<file path="src/rtl/srb_defs.svh">
`ifndef SRB_DEFS_SVH
`define SRB_DEFS_SVH
`define SRB_REG_CTRL      3'h0
`define SRB_REG_CMD       3'h1
`define SRB_REG_STATUS    3'h2
`define SRB_REG_PEER_LO   3'h3
`define SRB_REG_PEER_HI   3'h4
`define SRB_CTRL_MODE     1:0
`define SRB_CTRL_BAUD     5:2
`define SRB_CTRL_PAR      7:6
`define SRB_CTRL_STOP2    8
`define SRB_CMD_IDLE      0
`define SRB_CMD_SRST      1
`define SRB_CMD_ERRCLR    2
`define SRB_BAUD_RST      4'h3
`define SRB_PAR_RST       2'h0
`define SRB_SW_CFG        3'h7
`define SRB_CLK_HZ        200000000
`define SRB_CYC_PER_MS    (`SRB_CLK_HZ / 1000)
`define SRB_FAST_BLINK_MS 1000
`define SRB_SLOW_BLINK_MS 3000
`define SRB_BLINK_ON_MS   100
`define SRB_ACT_LAMP_MS   50
`endif

</file>
<file path="src/rtl/srb_pkg.sv">
package srb_pkg;
  typedef enum logic [1:0] {
    idle_command_mode,
    auto_connect_master_mode,
    last_peer_slave_mode,
    open_discoverable_mode
  } srb_mode_t;
  typedef enum logic [2:0] {ser_idle, ser_start, ser_data, ser_par, ser_stop} srb_ser_t;
endpackage

</file>
<file path="src/rtl/srb_bridge.sv">
`timescale 1ns/100ps
`include "srb_defs.svh"
module srb_bridge #(
  parameter int DEPTH    = 64,
  parameter int RTS_FREE = 16,
  parameter int FAST_CYC = `SRB_FAST_BLINK_MS * `SRB_CYC_PER_MS,
  parameter int SLOW_CYC = `SRB_SLOW_BLINK_MS * `SRB_CYC_PER_MS,
  parameter int ON_CYC   = `SRB_BLINK_ON_MS * `SRB_CYC_PER_MS,
  parameter int ACT_CYC  = `SRB_ACT_LAMP_MS * `SRB_CYC_PER_MS
) (
  input  wire logic        clk,             // 200 MHz clock
  input  wire logic        rst_n,           // Sync reset, hardware reset
  input  wire logic [4:0]  avs_address,     // Byte address
  input  wire logic        avs_read,        // Read request
  input  wire logic        avs_write,       // Write request
  input  wire logic [31:0] avs_writedata,   // Write data
  output logic [31:0]      avs_readdata,    // Read data
  output logic             avs_waitrequest, // Stall
  input  wire logic        ser_rxd,         // Serial data from host
  output logic             ser_txd,         // Serial data to host
  output logic             ser_rts_n,       // Low: host may send
  input  wire logic [2:0]  sw_baud,         // Rate switch, 7 = software
  input  wire logic        sw_flow,         // Flow control switch
  output logic [7:0]       radio_tx_data,   // Byte to radio
  output logic             radio_tx_valid,  // Byte offered
  input  wire logic        radio_tx_take,   // Radio takes byte
  input  wire logic        radio_pkt_done,  // Packet delivered
  input  wire logic        radio_pkt_retry, // Packet must be resent
  input  wire logic [7:0]  radio_rx_data,   // Byte from radio
  input  wire logic        radio_rx_valid,  // Byte offered
  output logic             radio_rx_ready,  // Byte accepted
  input  wire logic        link_up,         // Peer connected pulse
  input  wire logic [47:0] link_peer,       // Address of that peer
  input  wire logic        link_down,       // Link lost pulse
  output logic             role_master,     // Act as master
  output logic             role_slave,      // Act as slave
  output logic             discoverable,    // Answer inquiries
  output logic             connectable,     // Answer pages
  output logic             peer_only,       // Only stored peer
  output logic             connect_try,     // Keep paging stored peer
  output logic             link_refuse,     // Refused link pulse
  output logic [47:0]      peer_addr,       // Stored peer
  output logic             power_lamp,      // Power lamp
  output logic             standby_lamp,    // Standby lamp
  output logic             link_lamp,       // Link lamp
  output logic             tx_lamp,         // To-host activity
  output logic             rx_lamp          // From-host activity
);
  import srb_pkg::*;
  localparam int AW = $clog2(DEPTH);

  typedef struct packed {
    srb_mode_t          mode;
    logic [3:0]         baud_sel;
    logic [1:0]         parity;
    logic               stop2;
    logic               connected;
    logic               peer_valid;
    logic [47:0]        peer;
    logic               refuse;
    logic               sw_cfg_q;
    logic [AW:0]        wr_ptr;
    logic [AW:0]        rd_ptr;
    logic [AW:0]        snd_ptr;
    logic               rts_n;
    logic               err;
    srb_ser_t           rx_st;
    logic [17:0]        rx_cnt;
    logic [2:0]         rx_bit;
    logic [7:0]         rx_sh;
    logic               rx_par;
    logic               rx_perr;
    srb_ser_t           tx_st;
    logic [17:0]        tx_cnt;
    logic [2:0]         tx_bit;
    logic [7:0]         tx_sh;
    logic               tx_par;
    logic               txd;
    logic [29:0]        blink;
    logic [23:0]        rx_act;
    logic [23:0]        tx_act;
    logic               ack;
    logic [31:0]        rdata;
    logic               power;
  } srb_state_t;

  srb_state_t s;
  srb_state_t n;
  logic [7:0] mem [DEPTH];
  logic       push;
  logic [7:0] push_byte;

  // Clock cycles per bit for each rate index
  function automatic logic [17:0] srb_div(input logic [3:0] sel);
    case (sel)
      4'h0:    srb_div = 18'(`SRB_CLK_HZ / 1200);
      4'h1:    srb_div = 18'(`SRB_CLK_HZ / 2400);
      4'h2:    srb_div = 18'(`SRB_CLK_HZ / 4800);
      4'h3:    srb_div = 18'(`SRB_CLK_HZ / 9600);
      4'h4:    srb_div = 18'(`SRB_CLK_HZ / 19200);
      4'h5:    srb_div = 18'(`SRB_CLK_HZ / 38400);
      4'h6:    srb_div = 18'(`SRB_CLK_HZ / 57600);
      4'h7:    srb_div = 18'(`SRB_CLK_HZ / 115200);
      4'h8:    srb_div = 18'(`SRB_CLK_HZ / 230400);
      default: srb_div = 18'(`SRB_CLK_HZ / 9600);
    endcase
  endfunction

  logic        sw_cfg;
  logic [17:0] div;
  logic [AW:0] level;
  logic        full;
  logic        wr_hit;
  logic        rd_hit;
  logic        tx_go;
  logic [1:0]  wmode;

  assign sw_cfg = (sw_baud == `SRB_SW_CFG);
  assign div    = srb_div(sw_cfg ? s.baud_sel : {1'b0, sw_baud} + 4'h1);
  assign level  = s.wr_ptr - s.rd_ptr;
  assign full   = (level == (AW+1)'(DEPTH));
  assign wr_hit = avs_write & s.ack;
  assign rd_hit = avs_read & ~s.ack;
  assign tx_go  = radio_rx_valid & radio_rx_ready;
  assign wmode  = avs_writedata[`SRB_CTRL_MODE];

  always_comb begin
    n = s;
    n.refuse = 1'b0;
    n.power = 1'b1;
    push = 1'b0;
    push_byte = s.rx_sh;
    // Register bus: one wait state on every access
    n.ack = (avs_read | avs_write) & ~s.ack;
    if (rd_hit) begin
      case (avs_address[4:2])
        `SRB_REG_CTRL:    n.rdata = {23'h00_0000, s.stop2, s.parity, s.baud_sel, s.mode};
        `SRB_REG_STATUS:  n.rdata = {16'h0000, 7'(level), s.err, s.rts_n, sw_flow, sw_cfg,
                                     s.peer_valid, s.connected, 1'b0, s.mode};
        `SRB_REG_PEER_LO: n.rdata = s.peer[31:0];
        `SRB_REG_PEER_HI: n.rdata = {16'h0000, s.peer[47:32]};
        default:          n.rdata = 32'h0000_0000;
      endcase
    end
    n.sw_cfg_q = sw_cfg;
    if (sw_cfg & ~s.sw_cfg_q) begin
      n.baud_sel = `SRB_BAUD_RST;
    end
    if (wr_hit && avs_address[4:2] == `SRB_REG_CTRL && s.mode == idle_command_mode) begin
      n.baud_sel = avs_writedata[`SRB_CTRL_BAUD];
      n.parity = avs_writedata[`SRB_CTRL_PAR];
      n.stop2 = avs_writedata[`SRB_CTRL_STOP2];
      if (s.peer_valid || wmode == 2'(open_discoverable_mode)) begin
        n.mode = srb_mode_t'(wmode);
      end
    end
    if (wr_hit && avs_address[4:2] == `SRB_REG_CMD) begin
      if (avs_writedata[`SRB_CMD_IDLE]) begin
        n.mode = idle_command_mode;
        n.connected = 1'b0;
      end
      if (avs_writedata[`SRB_CMD_ERRCLR]) begin
        n.err = 1'b0;
      end
      if (avs_writedata[`SRB_CMD_SRST]) begin
        n.connected = 1'b0;
        n.rd_ptr = s.wr_ptr;
        n.snd_ptr = s.wr_ptr;
        n.tx_st = ser_idle;
        n.txd = 1'b1;
      end
    end
    // Link events
    if (link_down) begin
      n.connected = 1'b0;
      n.snd_ptr = n.rd_ptr;
    end else if (link_up && !s.connected) begin
      case (s.mode)
        auto_connect_master_mode, last_peer_slave_mode: begin
          if (link_peer == s.peer) begin
            n.connected = 1'b1;
          end else begin
            n.refuse = 1'b1;
          end
        end
        open_discoverable_mode: begin
          n.connected = 1'b1;
          n.peer = link_peer;
          n.peer_valid = 1'b1;
        end
        default: n.refuse = 1'b1;
      endcase
    end
    // Radio drain, packet retry
    if (radio_tx_valid && radio_tx_take) begin
      n.snd_ptr = s.snd_ptr + (AW+1)'(1);
    end
    if (radio_pkt_retry) begin
      n.snd_ptr = s.rd_ptr;
    end else if (radio_pkt_done) begin
      n.rd_ptr = s.snd_ptr;
    end
    // Host receiver
    case (s.rx_st)
      ser_idle: begin
        if (!ser_rxd) begin
          n.rx_st = ser_start;
          n.rx_cnt = {1'b0, div[17:1]};
        end
      end
      ser_start: begin
        if (s.rx_cnt != 18'h0_0000) begin
          n.rx_cnt = s.rx_cnt - 18'h0_0001;
        end else begin
          n.rx_st = ser_rxd ? ser_idle : ser_data;
          n.rx_cnt = div - 18'h0_0001;
          n.rx_bit = 3'h0;
          n.rx_par = s.parity[1];
          n.rx_perr = 1'b0;
        end
      end
      ser_data: begin
        if (s.rx_cnt != 18'h0_0000) begin
          n.rx_cnt = s.rx_cnt - 18'h0_0001;
        end else begin
          n.rx_cnt = div - 18'h0_0001;
          n.rx_sh = {ser_rxd, s.rx_sh[7:1]};
          n.rx_par = s.rx_par ^ ser_rxd;
          n.rx_bit = s.rx_bit + 3'h1;
          if (s.rx_bit == 3'h7) begin
            n.rx_st = (s.parity == 2'h1 || s.parity == 2'h2) ? ser_par : ser_stop;
          end
        end
      end
      ser_par: begin
        if (s.rx_cnt != 18'h0_0000) begin
          n.rx_cnt = s.rx_cnt - 18'h0_0001;
        end else begin
          n.rx_cnt = div - 18'h0_0001;
          n.rx_perr = s.rx_par ^ ser_rxd;
          n.rx_st = ser_stop;
        end
      end
      ser_stop: begin
        if (s.rx_cnt != 18'h0_0000) begin
          n.rx_cnt = s.rx_cnt - 18'h0_0001;
        end else begin
          n.rx_st = ser_idle;
          if (ser_rxd && !s.rx_perr) begin
            push = 1'b1;
            n.rx_act = 24'(ACT_CYC);
          end else begin
            n.err = 1'b1;
          end
        end
      end
      default: n.rx_st = ser_idle;
    endcase
    if (push) begin
      if (full && !sw_flow) begin
        n.rd_ptr = s.wr_ptr;
        n.snd_ptr = s.wr_ptr;
      end else if (full) begin
        push = 1'b0;
        n.err = 1'b1;
      end
      if (push) begin
        n.wr_ptr = s.wr_ptr + (AW+1)'(1);
      end
    end
    // RTS with hysteresis
    if (!sw_flow) begin
      n.rts_n = 1'b0;
    end else if (n.wr_ptr - n.rd_ptr == (AW+1)'(DEPTH)) begin
      n.rts_n = 1'b1;
    end else if ((AW+1)'(DEPTH) - (n.wr_ptr - n.rd_ptr) >= (AW+1)'(RTS_FREE)) begin
      n.rts_n = 1'b0;
    end
    // Host transmitter
    case (s.tx_st)
      ser_idle: begin
        n.txd = 1'b1;
        if (tx_go) begin
          n.tx_st = ser_start;
          n.tx_sh = radio_rx_data;
          n.txd = 1'b0;
          n.tx_cnt = div - 18'h0_0001;
          n.tx_par = s.parity[1];
          n.tx_act = 24'(ACT_CYC);
        end
      end
      ser_start, ser_data: begin
        if (s.tx_cnt != 18'h0_0000) begin
          n.tx_cnt = s.tx_cnt - 18'h0_0001;
        end else begin
          n.tx_cnt = div - 18'h0_0001;
          if (s.tx_st == ser_start) begin
            n.tx_st = ser_data;
            n.tx_bit = 3'h0;
            n.txd = s.tx_sh[0];
            n.tx_par = s.tx_par ^ s.tx_sh[0];
          end else if (s.tx_bit == 3'h7) begin
            if (s.parity == 2'h1 || s.parity == 2'h2) begin
              n.tx_st = ser_par;
              n.txd = s.tx_par;
            end else begin
              n.tx_st = ser_stop;
              n.txd = 1'b1;
            end
            n.tx_bit = 3'h0;
          end else begin
            n.tx_bit = s.tx_bit + 3'h1;
            n.txd = s.tx_sh[s.tx_bit + 3'h1];
            n.tx_par = s.tx_par ^ s.tx_sh[s.tx_bit + 3'h1];
          end
        end
      end
      ser_par: begin
        if (s.tx_cnt != 18'h0_0000) begin
          n.tx_cnt = s.tx_cnt - 18'h0_0001;
        end else begin
          n.tx_cnt = div - 18'h0_0001;
          n.tx_st = ser_stop;
          n.txd = 1'b1;
        end
      end
      ser_stop: begin
        if (s.tx_cnt != 18'h0_0000) begin
          n.tx_cnt = s.tx_cnt - 18'h0_0001;
        end else if (s.stop2 && s.tx_bit == 3'h0) begin
          n.tx_cnt = div - 18'h0_0001;
          n.tx_bit = 3'h1;
        end else begin
          n.tx_st = ser_idle;
        end
      end
      default: n.tx_st = ser_idle;
    endcase
    // Lamp timers
    if (s.rx_act != 24'h00_0000 && !push) begin
      n.rx_act = s.rx_act - 24'h00_0001;
    end
    if (s.tx_act != 24'h00_0000 && !tx_go) begin
      n.tx_act = s.tx_act - 24'h00_0001;
    end
    if (s.mode == idle_command_mode || s.connected ||
        s.blink >= 30'((s.mode == auto_connect_master_mode ? FAST_CYC : SLOW_CYC) - 1)) begin
      n.blink = 30'h0000_0000;
    end else begin
      n.blink = s.blink + 30'h0000_0001;
    end
  end

  always_ff @(posedge clk) begin
    if (!rst_n) begin
      s <= '0;
      s.mode <= idle_command_mode;
      s.baud_sel <= `SRB_BAUD_RST;
      s.parity <= `SRB_PAR_RST;
      s.peer_valid <= 1'b0;
      s.peer <= 48'h0000_0000_0000;
      s.rx_st <= ser_idle;
      s.tx_st <= ser_idle;
      s.txd <= 1'b1;
    end else begin
      s <= n;
    end
  end

  always_ff @(posedge clk) begin
    if (push) begin
      mem[s.wr_ptr[AW-1:0]] <= push_byte;
    end
  end

  assign avs_waitrequest = (avs_read | avs_write) & ~s.ack;
  assign avs_readdata    = s.rdata;
  assign ser_txd         = s.txd;
  assign ser_rts_n       = s.rts_n;
  assign radio_tx_data   = mem[s.snd_ptr[AW-1:0]];
  assign radio_tx_valid  = s.connected & (s.snd_ptr != s.wr_ptr);
  assign radio_rx_ready  = s.connected & (s.tx_st == ser_idle) & ~s.ack;
  assign role_master     = (s.mode == auto_connect_master_mode);
  assign role_slave      = (s.mode == last_peer_slave_mode) | (s.mode == open_discoverable_mode);
  assign discoverable    = (s.mode == open_discoverable_mode) & ~s.connected;
  assign connectable     = role_slave & ~s.connected;
  assign peer_only       = (s.mode == last_peer_slave_mode);
  assign connect_try     = role_master & s.peer_valid & ~s.connected;
  assign link_refuse     = s.refuse;
  assign peer_addr       = s.peer;
  assign power_lamp      = s.power;
  assign standby_lamp    = (s.mode == idle_command_mode);
  assign link_lamp       = s.connected | ((s.mode != idle_command_mode) &
                           (s.blink < 30'(ON_CYC)));
  assign tx_lamp         = (s.tx_act != 24'h00_0000);
  assign rx_lamp         = (s.rx_act != 24'h00_0000);
endmodule // srb_bridge

</file>
<file path="config.mk">
export PLATFORM = sky130hd
export DESIGN_NAME = srb_bridge
export DESIGN_NICKNAME = d
export VERILOG_FILES = /design/src/rtl/srb_pkg.sv /design/src/rtl/srb_bridge.sv
export VERILOG_INCLUDE_DIRS = /design/src /design/src/rtl
export SDC_FILE = /design/constraint.sdc
export NUM_CORES = 1
export LEC_CHECK = 0
export ABC_AREA = 1
export BUFFER_PORTS_ARGS = -buffer_cell sky130_fd_sc_hd__clkbuf_2
export CAP_MARGIN = 20
export CORE_MARGIN = 5
export CORE_UTILIZATION = 40
export DETAILED_ROUTE_END_ITERATION = 7
export GPL_TIMING_DRIVEN = 1
export PLACE_DENSITY = 0.6
export SETUP_SLACK_MARGIN = 0.02
export SLEW_MARGIN = 30
export SYNTH_ARGS = -nofsm -noshare
export SYNTH_HDL_FRONTEND = slang
export SYNTH_SLANG_ARGS = --single-unit
</file>
<file path="constraint.sdc">
create_clock -name clk -period 4.8 [get_ports clk]
set_clock_uncertainty 0.1 [all_clocks]
set_input_delay 0.72 -clock clk [delete_from_list [all_inputs] [get_ports clk]]
set_output_delay 0.72 -clock clk [all_outputs]
set_load 0.02 [all_outputs]
</file>
==> metrics.txt <==
fmax 230 MHz; crit path max fanout 95; Final GP Congestion 0.882; Yosys top cell area share 0.428; post-cts hold buffer count 0; detailed placement HPWL 63900 µm; Routed Antenna Nets 0; DRT Pass-1 Iters 5; DR WL/cell 19.0 µm; later-pin clock latency in the skew report 0.64 ns; largest net degree at the start of global routing 131; drt drc 0; Worst slew margin 0.358; cts bufs inserted 82; area delta synth->final 12.9%; Die H 310 µm; vias in the first global route 26400; total power 16.2 mW; DP Area 37900 µm²; Netlist cell types 66; post-route cell area 40500 µm²; CTS resizes 0; Setup TNS 0 ns; outcome completed; RSZ-0062 raised after global routing false; Period Utilization, post-route 0.905; CTS sink cnt 776; DIE WIDTH 310 µm; Synth Cell Area 35900 µm²; Seq/Total Area, Yosys 0.575; Total Wirelength 98200 µm; Setup Viol. Count Final 0; CP Class flop to output pin; worst-margin pin slew 0.959 ns; post-CTS setup buffer count 0; Util after Layout 0.453; CP Launch Type flop; Data required, critical path 3.98 ns; share of cells above drive strength 1 0.125; Worst Setup End Kind output pin; Synth Register Bits 776; first-pass GRT wire length 152000 µm; H-tree levels 3; die area 95900 µm²; post-synthesis cell count 3823; FILL cells 8485; Hold/Removal Path Class input port to flop; Async SR Flop Fraction 0; core box area 89600 µm²; Critical Path AT 3.52 ns; EDFF count, synth 512; PwrDens 399 nW/µm²; Vias/cell 5.35; Clk pin slew, worst setup/hold paths 0.06 ns; Post-Syn Nets 3976; Final Hold Viols 0; Layout Nets 4085; Starting Density 0.401; Ports 213; Synth area leaders edfxtp_1 (43%), dfxtp_1 (15%), o21ai_0 (6.6%), nor2_1 (6.3%), nand2_1 (4.8%); max-cap viol count 0; cell taking the most area after synthesis edfxtp_1; Max Buffers Root-to-Sink 3; CTS tree done; gr usage total 0.201; Leakage 15.9 nW; DR vias 27700; Final Critical Period 4.34 ns; Port Buffers 187; Ys Warns 0; drt initial violations 2353; antenna violations before repair 1; syn avg cell area 9.40 µm²; GRT overflow 0; Root Driver clkbuf_16; Site Rows 110; Pins Over Slew Limit 0; Main synth FF type edfxtp_1; VDD IR max 0.280 mV
cells by family after synthesis:
family	Yosys count	synth area share
buffers and inverters	569	0.0688
XOR/XNOR	102	0.0249
AO/OA/AOI/OAI	948	0.150
flip-flops	776	0.575
adder cells (fa/ha/maj)	45	0.0161
AND/OR/NAND/NOR	1383	0.165
layout make-up:
class	count	area, µm²	area share
Tap cell	1176	1470	0.0363
Inverter	309	1170	0.0290
Multi-Input combinational cell	2478	12800	0.316
Timing Repair Buffer	285	1760	0.0433
Antenna cell	1	2.50	0.0000617
Sequential cell	776	20700	0.510
Clock inverter	46	413	0.0102
Clock buffer	103	2230	0.0551
final timing paths:
kind	slack, ns	to	cells past startpoint	startpoint
hold / removal	0.23	s[259]	3	avs_writedata[3]
hold reg to reg	0.34	s[120]	2	s[120]
setup reg to reg	0.56	ser_rts_n	27	s[196]
setup / recovery	0.46	radio_tx_data[4]	9	s[182]
routing by layer:
layer / up-vias / wire, µm / share of wire / track usage
li1: 13500 / - / - / -
met1: 13200 / 42900 / 0.44 / 0.273
met2: 863 / 46600 / 0.47 / 0.334
met3: 164 / 6090 / 0.062 / 0.0330
met4: 0 / 2650 / 0.027 / 0.0583
met5: - / 0 / 0 / 0
synth_stat cells (4+ instances only):
library cell,n
o21ai_0,471
nor3b_1,9
a31oi_1,25
nor2_4,5
o2111ai_1,8
nor4_1,19
or2_2,12
xnor2_1,29
xor2_1,73
buf_4,81
nand3_1,128
nor3_1,58
a211oi_1,13
nor3_2,4
inv_1,281
dfxtp_1,264
o22ai_1,101
buf_1,10
o21ai_2,4
nand2_1,460
o21ai_1,4
nand3_2,6
inv_2,15
buf_2,13
nand2_2,7
a21oi_1,201
edfxtp_1,512
nor2_1,604
nand4_1,45
clkbuf_1,155
ha_1,43
clkinv_1,9
o211ai_1,37
a221oi_1,4
o221ai_1,58
nor2_2,9
cell usage in the layout, fill, tap and decap left out, types with 7 or more instances in the layout:
master / netlist / final
nor3b_1: 9 / 9
a31oi_1: 25 / 25
buf_4: 81 / 93
dfxtp_2: 0 / 9
clkinv_2: 2 / 16
or2_2: 12 / 12
o21ai_0: 471 / 471
nand4_1: 45 / 45
edfxtp_1: 512 / 512
nor2_1: 604 / 602
ha_1: 43 / 43
a211oi_1: 13 / 13
a21oi_1: 201 / 201
o211ai_1: 37 / 37
dfxtp_1: 264 / 253
inv_2: 15 / 15
clkbuf_16: 0 / 85
clkinv_1: 9 / 27
xnor2_1: 29 / 29
o22ai_1: 101 / 101
o2111ai_1: 8 / 8
nand2_1: 460 / 460
nand3_1: 128 / 128
inv_1: 281 / 279
xor2_1: 73 / 73
nor2_2: 9 / 10
nor4_1: 19 / 19
nand2_2: 7 / 7
clkbuf_2: 0 / 186
nor3_1: 58 / 58
clkbuf_1: 155 / 14
o221ai_1: 58 / 58
registers in the layout, indices dropped and copies added, names as in the netlist:
register,count
link_refuse,1
ser_rts_n,1
power_lamp,1
mem,512
s,172
avs_readdata,32
peer_addr,48
push_byte,8
ser_txd,1
critical path, stage by stage, from the launching register on:
cell and delay [ns]:
dfxtp_4 0.48, inv_6 0.59, buf_4 0.43, o21ai_0 0.13, o221ai_1 0.18, o211ai_1 0.19, nand3_1 0.17, nand2_1 0.07
a21oi_1 0.29, clkbuf_2 0.24
power breakdown:
part | switching (mW) | total, mW | leakage (nW) | internal (mW)
clock | 2.64 | 6.27 | 1.29 | 3.63
combinational | 1.60 | 2.41 | 7.20 | 0.813
sequential | 0.212 | 7.50 | 7.40 | 7.28
total | 4.45 | 16.2 | 15.9 | 11.7
per-stage QoR:
step                      instances  setup slack (ns)  hold slack, ns
final                          5174             0.455           0.232
after floorplan                3823              1.03           0.318
after CTS                      5172             0.472           0.191
after detailed placement       5023             0.578           0.334
after global routing           5173            0.0927           0.227
after global placement         5023             0.606           0.331
(Power assumes the default switching activity.)
